### src/hw/pdiag_map.svh
`ifndef PDIAG_MAP_SVH
`define PDIAG_MAP_SVH
// register byte offsets
`define PDIAG_CTRL_OFS 12'h000
`define PDIAG_STAT_OFS 12'h004
`define PDIAG_EXT_OFS 12'h008
`define PDIAG_FAILCNT_OFS 12'h00c
`define PDIAG_SNR_OFS 12'h010
`define PDIAG_FLOOR_OFS 12'h014
`define PDIAG_STRAP_OFS 12'h018
// control field positions
`define PDIAG_CTRL_NORMAL 0
`define PDIAG_CTRL_CABLE 1
`define PDIAG_CTRL_LINKEN 2
`define PDIAG_CTRL_LB_LO 3
`define PDIAG_CTRL_LB_HI 4
// external status field positions
`define PDIAG_EXT_UV_A18 0
`define PDIAG_EXT_UV_D18 1
`define PDIAG_EXT_UV_A33 2
`define PDIAG_EXT_OPEN 3
`define PDIAG_EXT_SHORT 4
`define PDIAG_EXT_ILV 5
`define PDIAG_EXT_DONE 6
// reset values
`define PDIAG_CTRL_RST 5'h00
`define PDIAG_FLOOR_RST 8'h20
// timing
`define PDIAG_CLK_HZ 40000000
`define PDIAG_PULSE_HZ_X10 6666000
`define PDIAG_PULSE_CYC 6'd60
`define PDIAG_PROBE_TO_US 100
`define PDIAG_RXFRM_TO_US 100
`define PDIAG_PON_SETTLE_US 100
`endif

### src/hw/pdiag_pkg.sv
package pdiag_pkg;
  typedef enum logic [1:0] {
    PDIAG_LB_NONE = 2'h0,
    PDIAG_LB_INTERNAL = 2'h1,
    PDIAG_LB_EXTERNAL = 2'h2,
    PDIAG_LB_REMOTE = 2'h3
  } pdiag_lb_t;
  typedef enum logic [1:0] {
    PDIAG_IF_MII = 2'h0,
    PDIAG_IF_RMII_OSC = 2'h1,
    PDIAG_IF_RMII_XTAL = 2'h2,
    PDIAG_IF_REV_MII = 2'h3
  } pdiag_if_t;
  typedef struct packed {
    logic [1:0] addr;
    logic role_master;
    logic autonomous;
    pdiag_if_t iface;
  } pdiag_strap_t;
  typedef struct packed {
    logic [1:0] a;
    logic [1:0] b;
    logic valid;
  } pdiag_sym_t;
endpackage

### src/hw/pdiag_top.sv
`timescale 1ns/1ps
`include "pdiag_map.svh"
module pdiag_top
  import pdiag_pkg::*;
#(
  parameter int PROBE_TO_CYC = `PDIAG_PROBE_TO_US * (`PDIAG_CLK_HZ / 1000000),
  parameter int RXFRM_TO_CYC = `PDIAG_RXFRM_TO_US * (`PDIAG_CLK_HZ / 1000000),
  parameter int PON_CYC = `PDIAG_PON_SETTLE_US * (`PDIAG_CLK_HZ / 1000000)
) (
  input wire logic REF_CLK,
  input wire logic RESET,
  input wire logic [11:0] S_AXI_AWADDR,
  input wire logic S_AXI_AWVALID,
  output logic S_AXI_AWREADY,
  input wire logic [31:0] S_AXI_WDATA,
  input wire logic [3:0] S_AXI_WSTRB,
  input wire logic S_AXI_WVALID,
  output logic S_AXI_WREADY,
  output logic [1:0] S_AXI_BRESP,
  output logic S_AXI_BVALID,
  input wire logic S_AXI_BREADY,
  input wire logic [11:0] S_AXI_ARADDR,
  input wire logic S_AXI_ARVALID,
  output logic S_AXI_ARREADY,
  output logic [31:0] S_AXI_RDATA,
  output logic [1:0] S_AXI_RRESP,
  output logic S_AXI_RVALID,
  input wire logic S_AXI_RREADY,
  input wire logic UV_A18,
  input wire logic UV_D18,
  input wire logic UV_A33,
  input wire logic SUPPLIES_OK,
  input wire logic ADDR_STRAP_BIT0,
  input wire logic ADDR_STRAP_BIT1,
  input wire logic ROLE_STRAP,
  input wire logic OPERATION_STRAP,
  input wire logic IFACE_STRAP_LOW,
  input wire logic IFACE_STRAP_HIGH,
  input wire logic [4:0] MGMT_ADDR,
  output logic MGMT_ADDR_HIT,
  input wire logic [7:0] SNR_IN,
  input wire logic ECHO_OPEN,
  input wire logic ECHO_SHORT,
  input wire pdiag_sym_t TX_SYM,
  input wire pdiag_sym_t LINE_SYM,
  input wire logic END_DELIM_FIRST,
  input wire logic END_DELIM_SECOND,
  input wire logic RX_START,
  output pdiag_sym_t PCS_RX_SYM,
  output pdiag_sym_t LINE_TX_SYM,
  output logic LINE_RX_FROM_TX,
  output logic PROBE_PULSE,
  output logic TX_ENABLE,
  output logic RETRAIN,
  output logic RX_VALID_OUT,
  output logic RX_ERROR_OUT,
  output logic [3:0] RX_DATA_OUT,
  output logic MII_INPUT_MODE,
  output logic SUPPLY_FAULT_IRQ,
  output logic LINK_DROP_IRQ,
  output logic ILV_SWAPPED,
  output pdiag_strap_t STRAP_CFG
);
  typedef enum logic [2:0] {
    PDIAG_RX_IDLE = 3'b001,
    PDIAG_RX_DATA = 3'b010,
    PDIAG_RX_RESET = 3'b100
  } pdiag_rx_t;

  function automatic logic sync_agree(input logic [2:0] s, input logic prev);
    return (s[1] == s[2]) ? s[2] : prev;
  endfunction

  // swaps the two ternary lanes of a symbol pair
  function automatic pdiag_sym_t swap_sym(input pdiag_sym_t s);
    return pdiag_sym_t'{a: s.b, b: s.a, valid: s.valid};
  endfunction

  // three-stage synchronisers for pins
  logic [2:0] uva18_s_reg, uvd18_s_reg, uva33_s_reg, sok_s_reg;
  logic uva18_reg, uvd18_reg, uva33_reg, sok_reg;
  always_ff @(posedge REF_CLK) begin
    if (RESET) begin
      uva18_s_reg <= 3'h0;
      uvd18_s_reg <= 3'h0;
      uva33_s_reg <= 3'h0;
      sok_s_reg <= 3'h0;
      uva18_reg <= 1'b0;
      uvd18_reg <= 1'b0;
      uva33_reg <= 1'b0;
      sok_reg <= 1'b0;
    end else begin
      uva18_s_reg <= {uva18_s_reg[1:0], UV_A18};
      uvd18_s_reg <= {uvd18_s_reg[1:0], UV_D18};
      uva33_s_reg <= {uva33_s_reg[1:0], UV_A33};
      sok_s_reg <= {sok_s_reg[1:0], SUPPLIES_OK};
      uva18_reg <= sync_agree(uva18_s_reg, uva18_reg);
      uvd18_reg <= sync_agree(uvd18_s_reg, uvd18_reg);
      uva33_reg <= sync_agree(uva33_s_reg, uva33_reg);
      sok_reg <= sync_agree(sok_s_reg, sok_reg);
    end
  end
  logic uv_any;
  assign uv_any = uva18_reg | uvd18_reg | uva33_reg;

  // strap capture after settling
  logic [31:0] pon_cnt_reg;
  logic strap_done_reg;
  always_ff @(posedge REF_CLK) begin
    if (RESET) begin
      pon_cnt_reg <= 32'h0;
      strap_done_reg <= 1'b0;
      STRAP_CFG <= '0;
    end else if (!strap_done_reg && sok_reg) begin
      if (pon_cnt_reg == 32'(PON_CYC - 1)) begin
        strap_done_reg <= 1'b1;
        STRAP_CFG.addr <= {ADDR_STRAP_BIT1, ADDR_STRAP_BIT0};
        STRAP_CFG.role_master <= ROLE_STRAP;
        STRAP_CFG.autonomous <= OPERATION_STRAP;
        STRAP_CFG.iface <= pdiag_if_t'({IFACE_STRAP_HIGH, IFACE_STRAP_LOW});
      end else begin
        pon_cnt_reg <= pon_cnt_reg + 32'h1;
      end
    end
  end
  always_ff @(posedge REF_CLK) begin
    if (RESET) MGMT_ADDR_HIT <= 1'b0;
    else MGMT_ADDR_HIT <= strap_done_reg && (MGMT_ADDR == 5'h00 || MGMT_ADDR == {3'h0, STRAP_CFG.addr});
  end

  // axi-lite slave
  logic [4:0] ctrl_reg;
  logic [7:0] floor_reg;
  logic [7:0] near_cnt_reg, far_cnt_reg;
  logic [2:0] uv_flag_reg;
  logic cbl_open_reg, cbl_short_reg, cbl_done_reg, link_drop_reg;
  logic aw_got_reg, w_got_reg;
  logic [11:0] awaddr_reg;
  logic [31:0] wdata_reg;
  logic wr_fire, rd_fire, rd_cnt_clr;
  assign wr_fire = aw_got_reg && w_got_reg && !S_AXI_BVALID;
  assign rd_fire = S_AXI_ARVALID && S_AXI_ARREADY;
  assign rd_cnt_clr = rd_fire && (S_AXI_ARADDR == `PDIAG_FAILCNT_OFS);
  logic normal_mode;
  assign normal_mode = ctrl_reg[`PDIAG_CTRL_NORMAL] && !uv_any;
  always_ff @(posedge REF_CLK) begin
    if (RESET) begin
      aw_got_reg <= 1'b0;
      w_got_reg <= 1'b0;
      awaddr_reg <= 12'h0;
      wdata_reg <= 32'h0;
      S_AXI_AWREADY <= 1'b0;
      S_AXI_WREADY <= 1'b0;
      S_AXI_BVALID <= 1'b0;
      S_AXI_BRESP <= 2'h0;
    end else begin
      S_AXI_AWREADY <= !aw_got_reg && !S_AXI_AWREADY && S_AXI_AWVALID;
      S_AXI_WREADY <= !w_got_reg && !S_AXI_WREADY && S_AXI_WVALID;
      if (S_AXI_AWVALID && S_AXI_AWREADY) begin
        aw_got_reg <= 1'b1;
        awaddr_reg <= S_AXI_AWADDR;
      end
      if (S_AXI_WVALID && S_AXI_WREADY) begin
        w_got_reg <= 1'b1;
        wdata_reg <= S_AXI_WDATA;
      end
      if (wr_fire) begin
        S_AXI_BVALID <= 1'b1;
        S_AXI_BRESP <= (awaddr_reg == `PDIAG_CTRL_OFS || awaddr_reg == `PDIAG_FLOOR_OFS) ? 2'h0 : 2'h2;
        aw_got_reg <= 1'b0;
        w_got_reg <= 1'b0;
      end else if (S_AXI_BVALID && S_AXI_BREADY) begin
        S_AXI_BVALID <= 1'b0;
      end
    end
  end
  logic cbl_start;
  logic cbl_busy_reg;
  always_ff @(posedge REF_CLK) begin
    if (RESET) begin
      ctrl_reg <= `PDIAG_CTRL_RST;
      floor_reg <= `PDIAG_FLOOR_RST;
    end else begin
      if (wr_fire && awaddr_reg == `PDIAG_CTRL_OFS && S_AXI_WSTRB[0]) begin
        ctrl_reg <= wdata_reg[4:0];
        if (!(wdata_reg[`PDIAG_CTRL_NORMAL] && !uv_any)) ctrl_reg[`PDIAG_CTRL_CABLE] <= 1'b0;
      end else if (cbl_done_reg) begin
        // cable bit self clears once the result is posted
        ctrl_reg[`PDIAG_CTRL_CABLE] <= 1'b0;
      end
      if (uv_any) ctrl_reg[`PDIAG_CTRL_NORMAL] <= 1'b0;
      if (wr_fire && awaddr_reg == `PDIAG_FLOOR_OFS && S_AXI_WSTRB[0]) floor_reg <= wdata_reg[7:0];
    end
  end
  always_ff @(posedge REF_CLK) begin
    if (RESET) begin
      S_AXI_ARREADY <= 1'b0;
      S_AXI_RVALID <= 1'b0;
      S_AXI_RDATA <= 32'h0;
      S_AXI_RRESP <= 2'h0;
    end else begin
      S_AXI_ARREADY <= !S_AXI_ARREADY && !S_AXI_RVALID && S_AXI_ARVALID;
      if (rd_fire) begin
        S_AXI_RVALID <= 1'b1;
        S_AXI_RRESP <= 2'h0;
        unique case (S_AXI_ARADDR)
          `PDIAG_CTRL_OFS: S_AXI_RDATA <= {27'h0, ctrl_reg};
          `PDIAG_STAT_OFS: S_AXI_RDATA <= {29'h0, link_drop_reg, sok_reg, strap_done_reg};
          `PDIAG_EXT_OFS: S_AXI_RDATA <= {25'h0, cbl_done_reg, ILV_SWAPPED, cbl_short_reg, cbl_open_reg, uv_flag_reg};
          `PDIAG_FAILCNT_OFS: S_AXI_RDATA <= {16'h0, near_cnt_reg, far_cnt_reg};
          `PDIAG_SNR_OFS: S_AXI_RDATA <= {24'h0, SNR_IN};
          `PDIAG_FLOOR_OFS: S_AXI_RDATA <= {24'h0, floor_reg};
          `PDIAG_STRAP_OFS: S_AXI_RDATA <= {25'h0, strap_done_reg, STRAP_CFG};
          default: begin
            S_AXI_RDATA <= 32'h0;
            S_AXI_RRESP <= 2'h2;
          end
        endcase
      end else if (S_AXI_RVALID && S_AXI_RREADY) begin
        S_AXI_RVALID <= 1'b0;
      end
    end
  end

  // supply fault flags, cleared on read of external status (set wins)
  logic rd_ext;
  assign rd_ext = rd_fire && (S_AXI_ARADDR == `PDIAG_EXT_OFS);
  always_ff @(posedge REF_CLK) begin
    if (RESET) begin
      uv_flag_reg <= 3'h0;
      SUPPLY_FAULT_IRQ <= 1'b0;
    end else begin
      uv_flag_reg <= (rd_ext ? 3'h0 : uv_flag_reg) | {uva33_reg, uvd18_reg, uva18_reg};
      SUPPLY_FAULT_IRQ <= (uv_any | (|uv_flag_reg)) && !(rd_ext && !uv_any);
    end
  end

  // cable test
  logic [5:0] pulse_cnt_reg;
  logic [31:0] cbl_cnt_reg;
  assign cbl_start = ctrl_reg[`PDIAG_CTRL_CABLE] && normal_mode && !cbl_busy_reg && !cbl_done_reg;
  always_ff @(posedge REF_CLK) begin
    if (RESET) begin
      cbl_busy_reg <= 1'b0;
      cbl_done_reg <= 1'b0;
      cbl_open_reg <= 1'b0;
      cbl_short_reg <= 1'b0;
      cbl_cnt_reg <= 32'h0;
      pulse_cnt_reg <= 6'h0;
      PROBE_PULSE <= 1'b0;
    end else begin
      PROBE_PULSE <= 1'b0;
      if (cbl_start) begin
        cbl_busy_reg <= 1'b1;
        cbl_cnt_reg <= 32'h0;
        pulse_cnt_reg <= 6'h0;
        cbl_open_reg <= 1'b0;
        cbl_short_reg <= 1'b0;
      end else if (cbl_busy_reg) begin
        pulse_cnt_reg <= (pulse_cnt_reg == `PDIAG_PULSE_CYC - 6'd1) ? 6'h0 : pulse_cnt_reg + 6'h1;
        PROBE_PULSE <= normal_mode && (pulse_cnt_reg == 6'h0);
        cbl_open_reg <= cbl_open_reg | ECHO_OPEN;
        cbl_short_reg <= cbl_short_reg | ECHO_SHORT;
        cbl_cnt_reg <= cbl_cnt_reg + 32'h1;
        if (cbl_cnt_reg == 32'(PROBE_TO_CYC - 1) || !normal_mode) begin
          cbl_busy_reg <= 1'b0;
          cbl_done_reg <= 1'b1;
        end
      end else if (!ctrl_reg[`PDIAG_CTRL_CABLE]) begin
        cbl_done_reg <= cbl_done_reg && !rd_ext;
      end
    end
  end

  // link supervision and fail counters
  logic link_up_reg;
  logic link_fail_ev;
  assign link_fail_ev = link_up_reg && (SNR_IN < floor_reg);
  always_ff @(posedge REF_CLK) begin
    if (RESET) begin
      link_up_reg <= 1'b0;
      link_drop_reg <= 1'b0;
      LINK_DROP_IRQ <= 1'b0;
      RETRAIN <= 1'b0;
      near_cnt_reg <= 8'h0;
      far_cnt_reg <= 8'h0;
    end else begin
      RETRAIN <= !link_up_reg && normal_mode && ctrl_reg[`PDIAG_CTRL_LINKEN];
      if (link_fail_ev || !normal_mode) link_up_reg <= 1'b0;
      else if (ctrl_reg[`PDIAG_CTRL_LINKEN] && SNR_IN >= floor_reg) link_up_reg <= 1'b1;
      link_drop_reg <= link_fail_ev | (link_drop_reg && !(rd_fire && S_AXI_ARADDR == `PDIAG_STAT_OFS));
      LINK_DROP_IRQ <= link_fail_ev | (link_drop_reg && !(rd_fire && S_AXI_ARADDR == `PDIAG_STAT_OFS));
      near_cnt_reg <= (rd_cnt_clr ? 8'h0 : near_cnt_reg) + {7'h0, link_fail_ev};
      far_cnt_reg <= (rd_cnt_clr ? 8'h0 : far_cnt_reg) + {7'h0, link_fail_ev};
    end
  end

  // loopback paths, interleave, receive jabber
  pdiag_lb_t lb_mode;
  assign lb_mode = pdiag_lb_t'(ctrl_reg[`PDIAG_CTRL_LB_HI:`PDIAG_CTRL_LB_LO]);
  pdiag_sym_t rx_src;
  assign rx_src = (lb_mode == PDIAG_LB_INTERNAL) ? TX_SYM : LINE_SYM;
  pdiag_rx_t rx_st_reg;
  logic [31:0] rx_cnt_reg;
  logic tx_on;
  assign tx_on = normal_mode && link_up_reg;
  always_ff @(posedge REF_CLK) begin
    if (RESET) begin
      rx_st_reg <= PDIAG_RX_IDLE;
      rx_cnt_reg <= 32'h0;
    end else begin
      unique case (rx_st_reg)
        PDIAG_RX_IDLE: begin
          rx_cnt_reg <= 32'h0;
          if (RX_START && tx_on) rx_st_reg <= PDIAG_RX_DATA;
        end
        PDIAG_RX_DATA: begin
          rx_cnt_reg <= rx_cnt_reg + 32'h1;
          if (END_DELIM_FIRST && END_DELIM_SECOND) rx_st_reg <= PDIAG_RX_IDLE;
          else if (rx_cnt_reg == 32'(RXFRM_TO_CYC - 1) || !tx_on) rx_st_reg <= PDIAG_RX_RESET;
        end
        PDIAG_RX_RESET: rx_st_reg <= PDIAG_RX_IDLE;
        default: rx_st_reg <= PDIAG_RX_IDLE;
      endcase
    end
  end
  always_ff @(posedge REF_CLK) begin
    if (RESET) begin
      PCS_RX_SYM <= '0;
      LINE_TX_SYM <= '0;
      LINE_RX_FROM_TX <= 1'b0;
      TX_ENABLE <= 1'b0;
      ILV_SWAPPED <= 1'b0;
      RX_VALID_OUT <= 1'b0;
      RX_ERROR_OUT <= 1'b0;
      RX_DATA_OUT <= 4'h0;
      MII_INPUT_MODE <= 1'b1;
    end else begin
      TX_ENABLE <= tx_on;
      LINE_RX_FROM_TX <= (lb_mode == PDIAG_LB_EXTERNAL);
      if (rx_src.valid && rx_st_reg == PDIAG_RX_IDLE && RX_START) ILV_SWAPPED <= rx_src.a[1] ^ rx_src.b[1];
      PCS_RX_SYM <= ILV_SWAPPED ? swap_sym(rx_src) : rx_src;
      LINE_TX_SYM <= !tx_on ? '0 : (lb_mode == PDIAG_LB_REMOTE) ? PCS_RX_SYM : TX_SYM;
      MII_INPUT_MODE <= !normal_mode;
      RX_VALID_OUT <= tx_on && rx_st_reg == PDIAG_RX_DATA;
      RX_ERROR_OUT <= tx_on && rx_st_reg == PDIAG_RX_DATA && rx_cnt_reg == 32'(RXFRM_TO_CYC - 1);
      RX_DATA_OUT <= tx_on ? {PCS_RX_SYM.a, PCS_RX_SYM.b} : 4'h0;
    end
  end
endmodule // pdiag_top

### config.mk
export PLATFORM = sky130hd
export DESIGN_NAME = pdiag_top
export DESIGN_NICKNAME = d
export VERILOG_FILES = /design/src/hw/pdiag_pkg.sv /design/src/hw/pdiag_top.sv
export VERILOG_INCLUDE_DIRS = /design/src /design/src/hw
export SDC_FILE = /design/constraint.sdc
export NUM_CORES = 1
export LEC_CHECK = 0
export BUFFER_PORTS_ARGS = -buffer_cell sky130_fd_sc_hd__buf_2
export CAP_MARGIN = 20
export CORE_MARGIN = 8
export CORE_UTILIZATION = 55
export CTS_CLUSTER_SIZE = 12
export DETAILED_ROUTE_END_ITERATION = 12
export PLACE_DENSITY = 0.78
export SLEW_MARGIN = 20
export SYNTH_ARGS = -nofsm -noshare
export SYNTH_HDL_FRONTEND = slang
export SYNTH_SLANG_ARGS = --single-unit
### constraint.sdc
create_clock -name REF_CLK -period 3 [get_ports REF_CLK]
set_input_delay 0 -clock REF_CLK [delete_from_list [all_inputs] [get_ports REF_CLK]]
set_output_delay 0 -clock REF_CLK [all_outputs]
set_load 0.005 [all_outputs]
# Yosys cells after proc, flatten, opt, wreduce, memory -nomap -nowiden

Cells that the tools add are included.

Word-level logic and storage cells: 218
Memory bits (writable): 0
Flip-flop bits (word level): 253
Bits in read-only memories: 0
Memories: 0
Bits in latches: 0
Output and inout port bits: 72
Bits of input ports: 105

Shift-type cells: 0
Bitwise logic cells: 12
Multipliers: 0
Equal/unequal tests: 25
$add $sub $neg: 6
$lt $le $gt $ge: 2
Mux-type cells: 28
Div/mod/pow operators: 0
Reduce and logical (&&, ||, !) cells: 85

Operator list:

| kind                                                   | number |
|---|---|
| one-hot mux 16 bit (7 select lines)                    | 1 |
| adder 32 x 1 -> 32 bit (second input constant)         | 3 |
| equality test 32 x 12 -> 1 bit (second input constant) | 3 |
| one-hot mux 32 bit (2 select lines)                    | 1 |
| equality test 12 x 5 -> 1 bit (second input constant)  | 4 |
| logical AND 1 bit                                      | 43 |
| equality test 12 x 4 -> 1 bit (second input constant)  | 2 |
| logical NOT 12 bit                                     | 2 |
| logical NOT 1 bit                                      | 17 |
| adder 8 x 1 -> 8 bit                                   | 2 |
| two-way mux 8 bit                                      | 2 |
| two-way mux 5 bit                                      | 3 |
| two-way mux 1 bit                                      | 13 |
| equality test 12 x 3 -> 1 bit (second input constant)  | 1 |
| two-way mux 3 bit                                      | 4 |
| OR reduction 2 bit                                     | 5 |
| >= comparator 8 bit                                    | 1 |
| less-than comparator 8 bit                             | 1 |
| nonzero test 2 bit                                     | 4 |
| OR reduction 7 bit                                     | 1 |
| adder 6 x 1 -> 6 bit (second input constant)           | 1 |
| equality test 6 bit (second input constant)            | 1 |
| logical NOT 6 bit                                      | 1 |
| two-way mux 6 bit                                      | 1 |
| other kinds (20)                                       | 41 |

# Logic depth before layout (Yosys ltp)

Depth in word-level cells: 10
Mapped depth: 12
Mapped depth without buffers: 12

# Worst setup path before layout

OpenSTA, ideal clock, no wires.

Path type: input port to flip-flop
From: input S_AXI_ARADDR[1]
To: register near_cnt_reg[4]
Setup time: 0.128 ns
Cell stages on the path: 11
Arrival time: 2.076 ns
Path slack: 0.795 ns
Buffers on the path: 2
Data required time: 2.872 ns
Cell sequence: or4_4 or3_1 buf_2 nor2_2 buf_4 nor2b_1 ha_1 ha_1 nand3_1 xor2_1 nor2_1

Cells in the longest elaborated chain, start to end: 4

Ends and longest elaborated chain:

| item                          | line             | text |
|---|---|---|
| start, declared               | pdiag_top.sv:22  | `input wire logic [11:0] S_AXI_ARADDR,` |
| equality test 12 x 4 -> 1 bit | n/a              |  |
| logical AND 1 bit             | pdiag_top.sv:143 | `` assign rd_cnt_clr = rd_fire && (S_AXI_ARADDR == `PDIAG_FAILCNT_OFS); `` |
| two-way mux 8 bit             | pdiag_top.sv:293 | `near_cnt_reg <= (rd_cnt_clr ? 8'h0 : near_cnt_reg) + {7'h0, link_fail_ev};` |
| adder 8 x 1 -> 8 bit          | pdiag_top.sv:293 |  |
| end signal, assigned          | pdiag_top.sv:293 |  |
| end, declared                 | pdiag_top.sv:134 | `logic [7:0] near_cnt_reg, far_cnt_reg;` |

No other way between the ends.
A chain may end at the register's enable or synchronous reset.

# Worst setup path after layout

From: input S_AXI_ARADDR[7]
To: register uv_flag_reg[0]

Cells in the longest elaborated chain, start to end: 4

Ends and longest elaborated chain:

| item                          | line             | text |
|---|---|---|
| equality test 12 x 4 -> 1 bit | n/a              |  |
| logical AND 1 bit             | pdiag_top.sv:227 | `` assign rd_ext = rd_fire && (S_AXI_ARADDR == `PDIAG_EXT_OFS); `` |
| two-way mux 3 bit             | pdiag_top.sv:233 | `uv_flag_reg <= (rd_ext ? 3'h0 : uv_flag_reg) \| {uva33_reg, uvd18_reg, uva18_reg};` |
| OR 3 bit                      | pdiag_top.sv:233 |  |
| end signal, assigned          | pdiag_top.sv:233 |  |
| end, declared                 | pdiag_top.sv:135 | `logic [2:0] uv_flag_reg;` |

No other way between the ends.

==> metrics.csv <==
stage,metric,value,unit
run_status,run status,"finished, final reports clean",
setup_path,Reg2Reg Setup Slack,650,ps
synth,dominant cells by area after synthesis,"dfxtp_1 45%, nor2_1 5.8%, nand2_1 4.1%, a21oi_1 3.3%, xor2_1 3.2%",
setup_path,Worst setup SP type,input pin,
clock_tree,clock sinks,235,
die,placement row count,50,
drt,Final ANT Viol Nets,0,
sta,endpoints failing hold,0,
synth,synthesized area per cell,8.84,um2
clock_tree,Skew-Pair Late Insertion Delay,520,ps
drt,routed vias,9058,
setup_path,Worst EP arrival,3040,ps
finish,Final Non-Filler Cells,1625,
job,max cap viols,0,
setup_path,R2R Path Start,rx_st_reg[1],
setup_path,"Req. time, crit path",3380,ps
placement,placer congestion estimate,0.822,
synth,Cells after Synth,1186,
drt,routed len/inst,15.9,um
synth,async set-reset flop share out of synthesis,0,%
drt,final WL,25800,um
synth,mapped cell area,0.0105,mm2
synth,biggest area consumer among synthesized cells,dfxtp_1,
synth,Post-synth EDFFs,0,
drt,Via density,5.57,
die,total die area,0.0237,mm2
min_path,hold path start,SNR_IN[7],
global_route,antenna violations before repair,3,
min_path,worst hold path type,in -> reg,
sta,crit path time final,2660,ps
sta,final setup violation count,0,
finish,most frequent cells in the layout,"235 x dfxtp_1, 162 x nor2_1, 130 x buf_2",
clock_tree,"Clk pin slew, worst setup/hold paths",60,ps
min_path,hold path depth,5,
sta,RSZ-0062 raised after global routing,no,
die,core area,0.0187,mm2
synth,top_reg_cell synth,dfxtp_1,
synth,synthesis-stage register bit count,235,
clock_tree,# resized after CTS,0,
die,Top Ports,177,
finish,fillers,1414,
finish,layout cells sized above 1,16.6,%
die,initial core utilization,56.1,%
pwr,Pwr per Cell Area,503,mW/mm2
synth,Synth top area share,44.9,%
clock_tree,CTS root buf,clkbuf_16,
global_route,first-pass GRT wire length,42200,um
die,Die Ht,154,um
die,Die Wd,154,um
pwr,power after layout,0.00638,W
global_route,pin count of the biggest net entering global routing,156,
drt,DRT iter0 DRCs,564,
drt,DR DRC count,0,
sta,Final Max Slew Viols,0,
clock_tree,CTS tree,yes,
sta,setup TNS,0,ps
sta,period utilization,88.8,%
finish,Final nets,1497,
setup_path,reg2reg path depth,5,
finish,"commonest non-fill, non-tap cell in the layout",dfxtp_1,
pwr,Leak,4.88,nW
sta,Slew HR,52.7,%
placement,dpl cells,1512,
clock_tree,H-tree depth,1,
setup_path,Worst Path Max Fanout,3,
global_route,vias in the first global route,8608,
global_route,grt total ovfl,0,
clock_tree,CTS buffer count,25,
synth,Yosys cell types,65,
synth,register area share after synthesis,44.9,%
min_path,"Endpoint, Worst Hold",link_up_reg,
setup_path,Setup crit end kind,flip-flop,
synth,Syn. warnings,0,
clock_tree,Post-CTS Setup Bufs,0,
setup_path,critical path class,in -> reg,
drt,drt pass-1 iters,5,
clock_tree,Max Buffers Root-to-Sink,3,
placement,HPWL Detailed,17300,um
global_route,Overall Global Routing Usage,21.0,%
finish,Area Overhead vs Synth,21.0,%
sta,clock skew,13.0,ps
sta,Peak Freq,375,MHz
pwr,maximum vdd drop,0.384,mV
setup_path,r2r endpoint,rx_cnt_reg[25],
placement,IO buf count,131,
sta,Worst Tran Pin Value,709,ps
==> worst max-delay path, cell delays in order <==
cell,delay (ps)
dlygate4sd3_1,540
buf_2,120
or4_4,410
dlygate4sd3_1,580
or4_4,560
dlygate4sd3_1,620
a21oi_1,170
nor2_1,50
==> timing repair <==
| action | CTS | global route |
|---|---|---|
| endpoints found under the setup margin | 0 | 0 |
| hold buffers | 70 | 0 |
| endpoints found under the hold margin | 66 | 0 |
==> per-stage QoR <==
stage | hold slack (ps) | area (um2) | setup slack (ps) | utilization (%)
2_1_floorplan | 104 | 10500 | 795 | -
3_3_place_gp | 202 | 11200 | 681 | 59.9
3_5_place_dp | 211 | 11200 | 660 | 59.9
4_1_cts | 4.56 | 12700 | 369 | 67.8
5_1_grt | 57.4 | 12700 | 272 | 67.8
6_report | 27.3 | 12700 | 335 | 67.8
==> kinds of logic (layout without fill, tap and decap cells) <==
family,Yosys count,count (layout),synth area share (%)
flip-flops,235,235,44.9
other,1,21,0.0358
AND/OR/NAND/NOR,551,551,26.8
buffers and inverters,99,284,4.93
adder cells (fa/ha/maj),17,17,2.03
XOR/XNOR,72,72,6.01
multiplexers,53,53,5.98
AO/OA/AOI/OAI,158,158,9.30
==> layout make-up <==
class	instances	area, um2	area share, %
Antenna cell	3	7.51	0.0592
Clock buffer	37	721	5.68
Clock inverter	3	42.5	0.335
Inverter	31	116	0.918
Multi-Input combinational cell	869	5340	42.1
Sequential cell	235	4700	37.1
Tap cell	234	293	2.31
Timing Repair Buffer	213	1460	11.5
==> cell usage after synthesis, drive strengths merged, types with 27 or more instances <==
library cell / instances
xnor2: 34
nand3: 60
mux2i: 30
xor2: 38
dfxtp: 235
nand2: 116
inv: 31
nor2b: 27
o21ai: 34
nor4: 38
nor2: 164
clkbuf: 42
nand4: 41
a21oi: 69
==> worst max path at each step <==
| stage | start | to | slack (ps) | cells past startpoint |
|---|---|---|---|---|
| finish | S_AXI_ARADDR[7] | uv_flag_reg[0] | 340 | 8 |
| global route | S_AXI_ARADDR[7] | uv_flag_reg[1] | 270 | 8 |
| CTS | S_AXI_ARADDR[7] | uv_flag_reg[0] | 370 | 8 |
| detailed placement | S_AXI_ARADDR[1] | near_cnt_reg[4] | 660 | 10 |
| global placement | S_AXI_ARADDR[1] | near_cnt_reg[4] | 680 | 10 |
| floorplan | S_AXI_ARADDR[1] | near_cnt_reg[4] | 800 | 11 |
==> routing by layer <==
layer | GRT usage [%] | vias up | routed length, um
li1 | - | 4508 | -
met1 | 26.1 | 4261 | 11500
met2 | 35.8 | 246 | 12300
met3 | 4.01 | 43 | 1340
met4 | 6.86 | 0 | 639
met5 | 0 | - | 0
==> power by group <==
| part | total, W | leakage [nW] | switching [W] | internal [W] |
|---|---|---|---|---|
| logic | 0.000315 | 2.61 | 0.000163 | 0.000152 |
| registers | 0.00317 | 1.90 | 0.0000209 | 0.00315 |
| clock network | 0.00290 | 0.371 | 0.00117 | 0.00173 |
No activity file was read; power rests on OpenSTA's default activity.
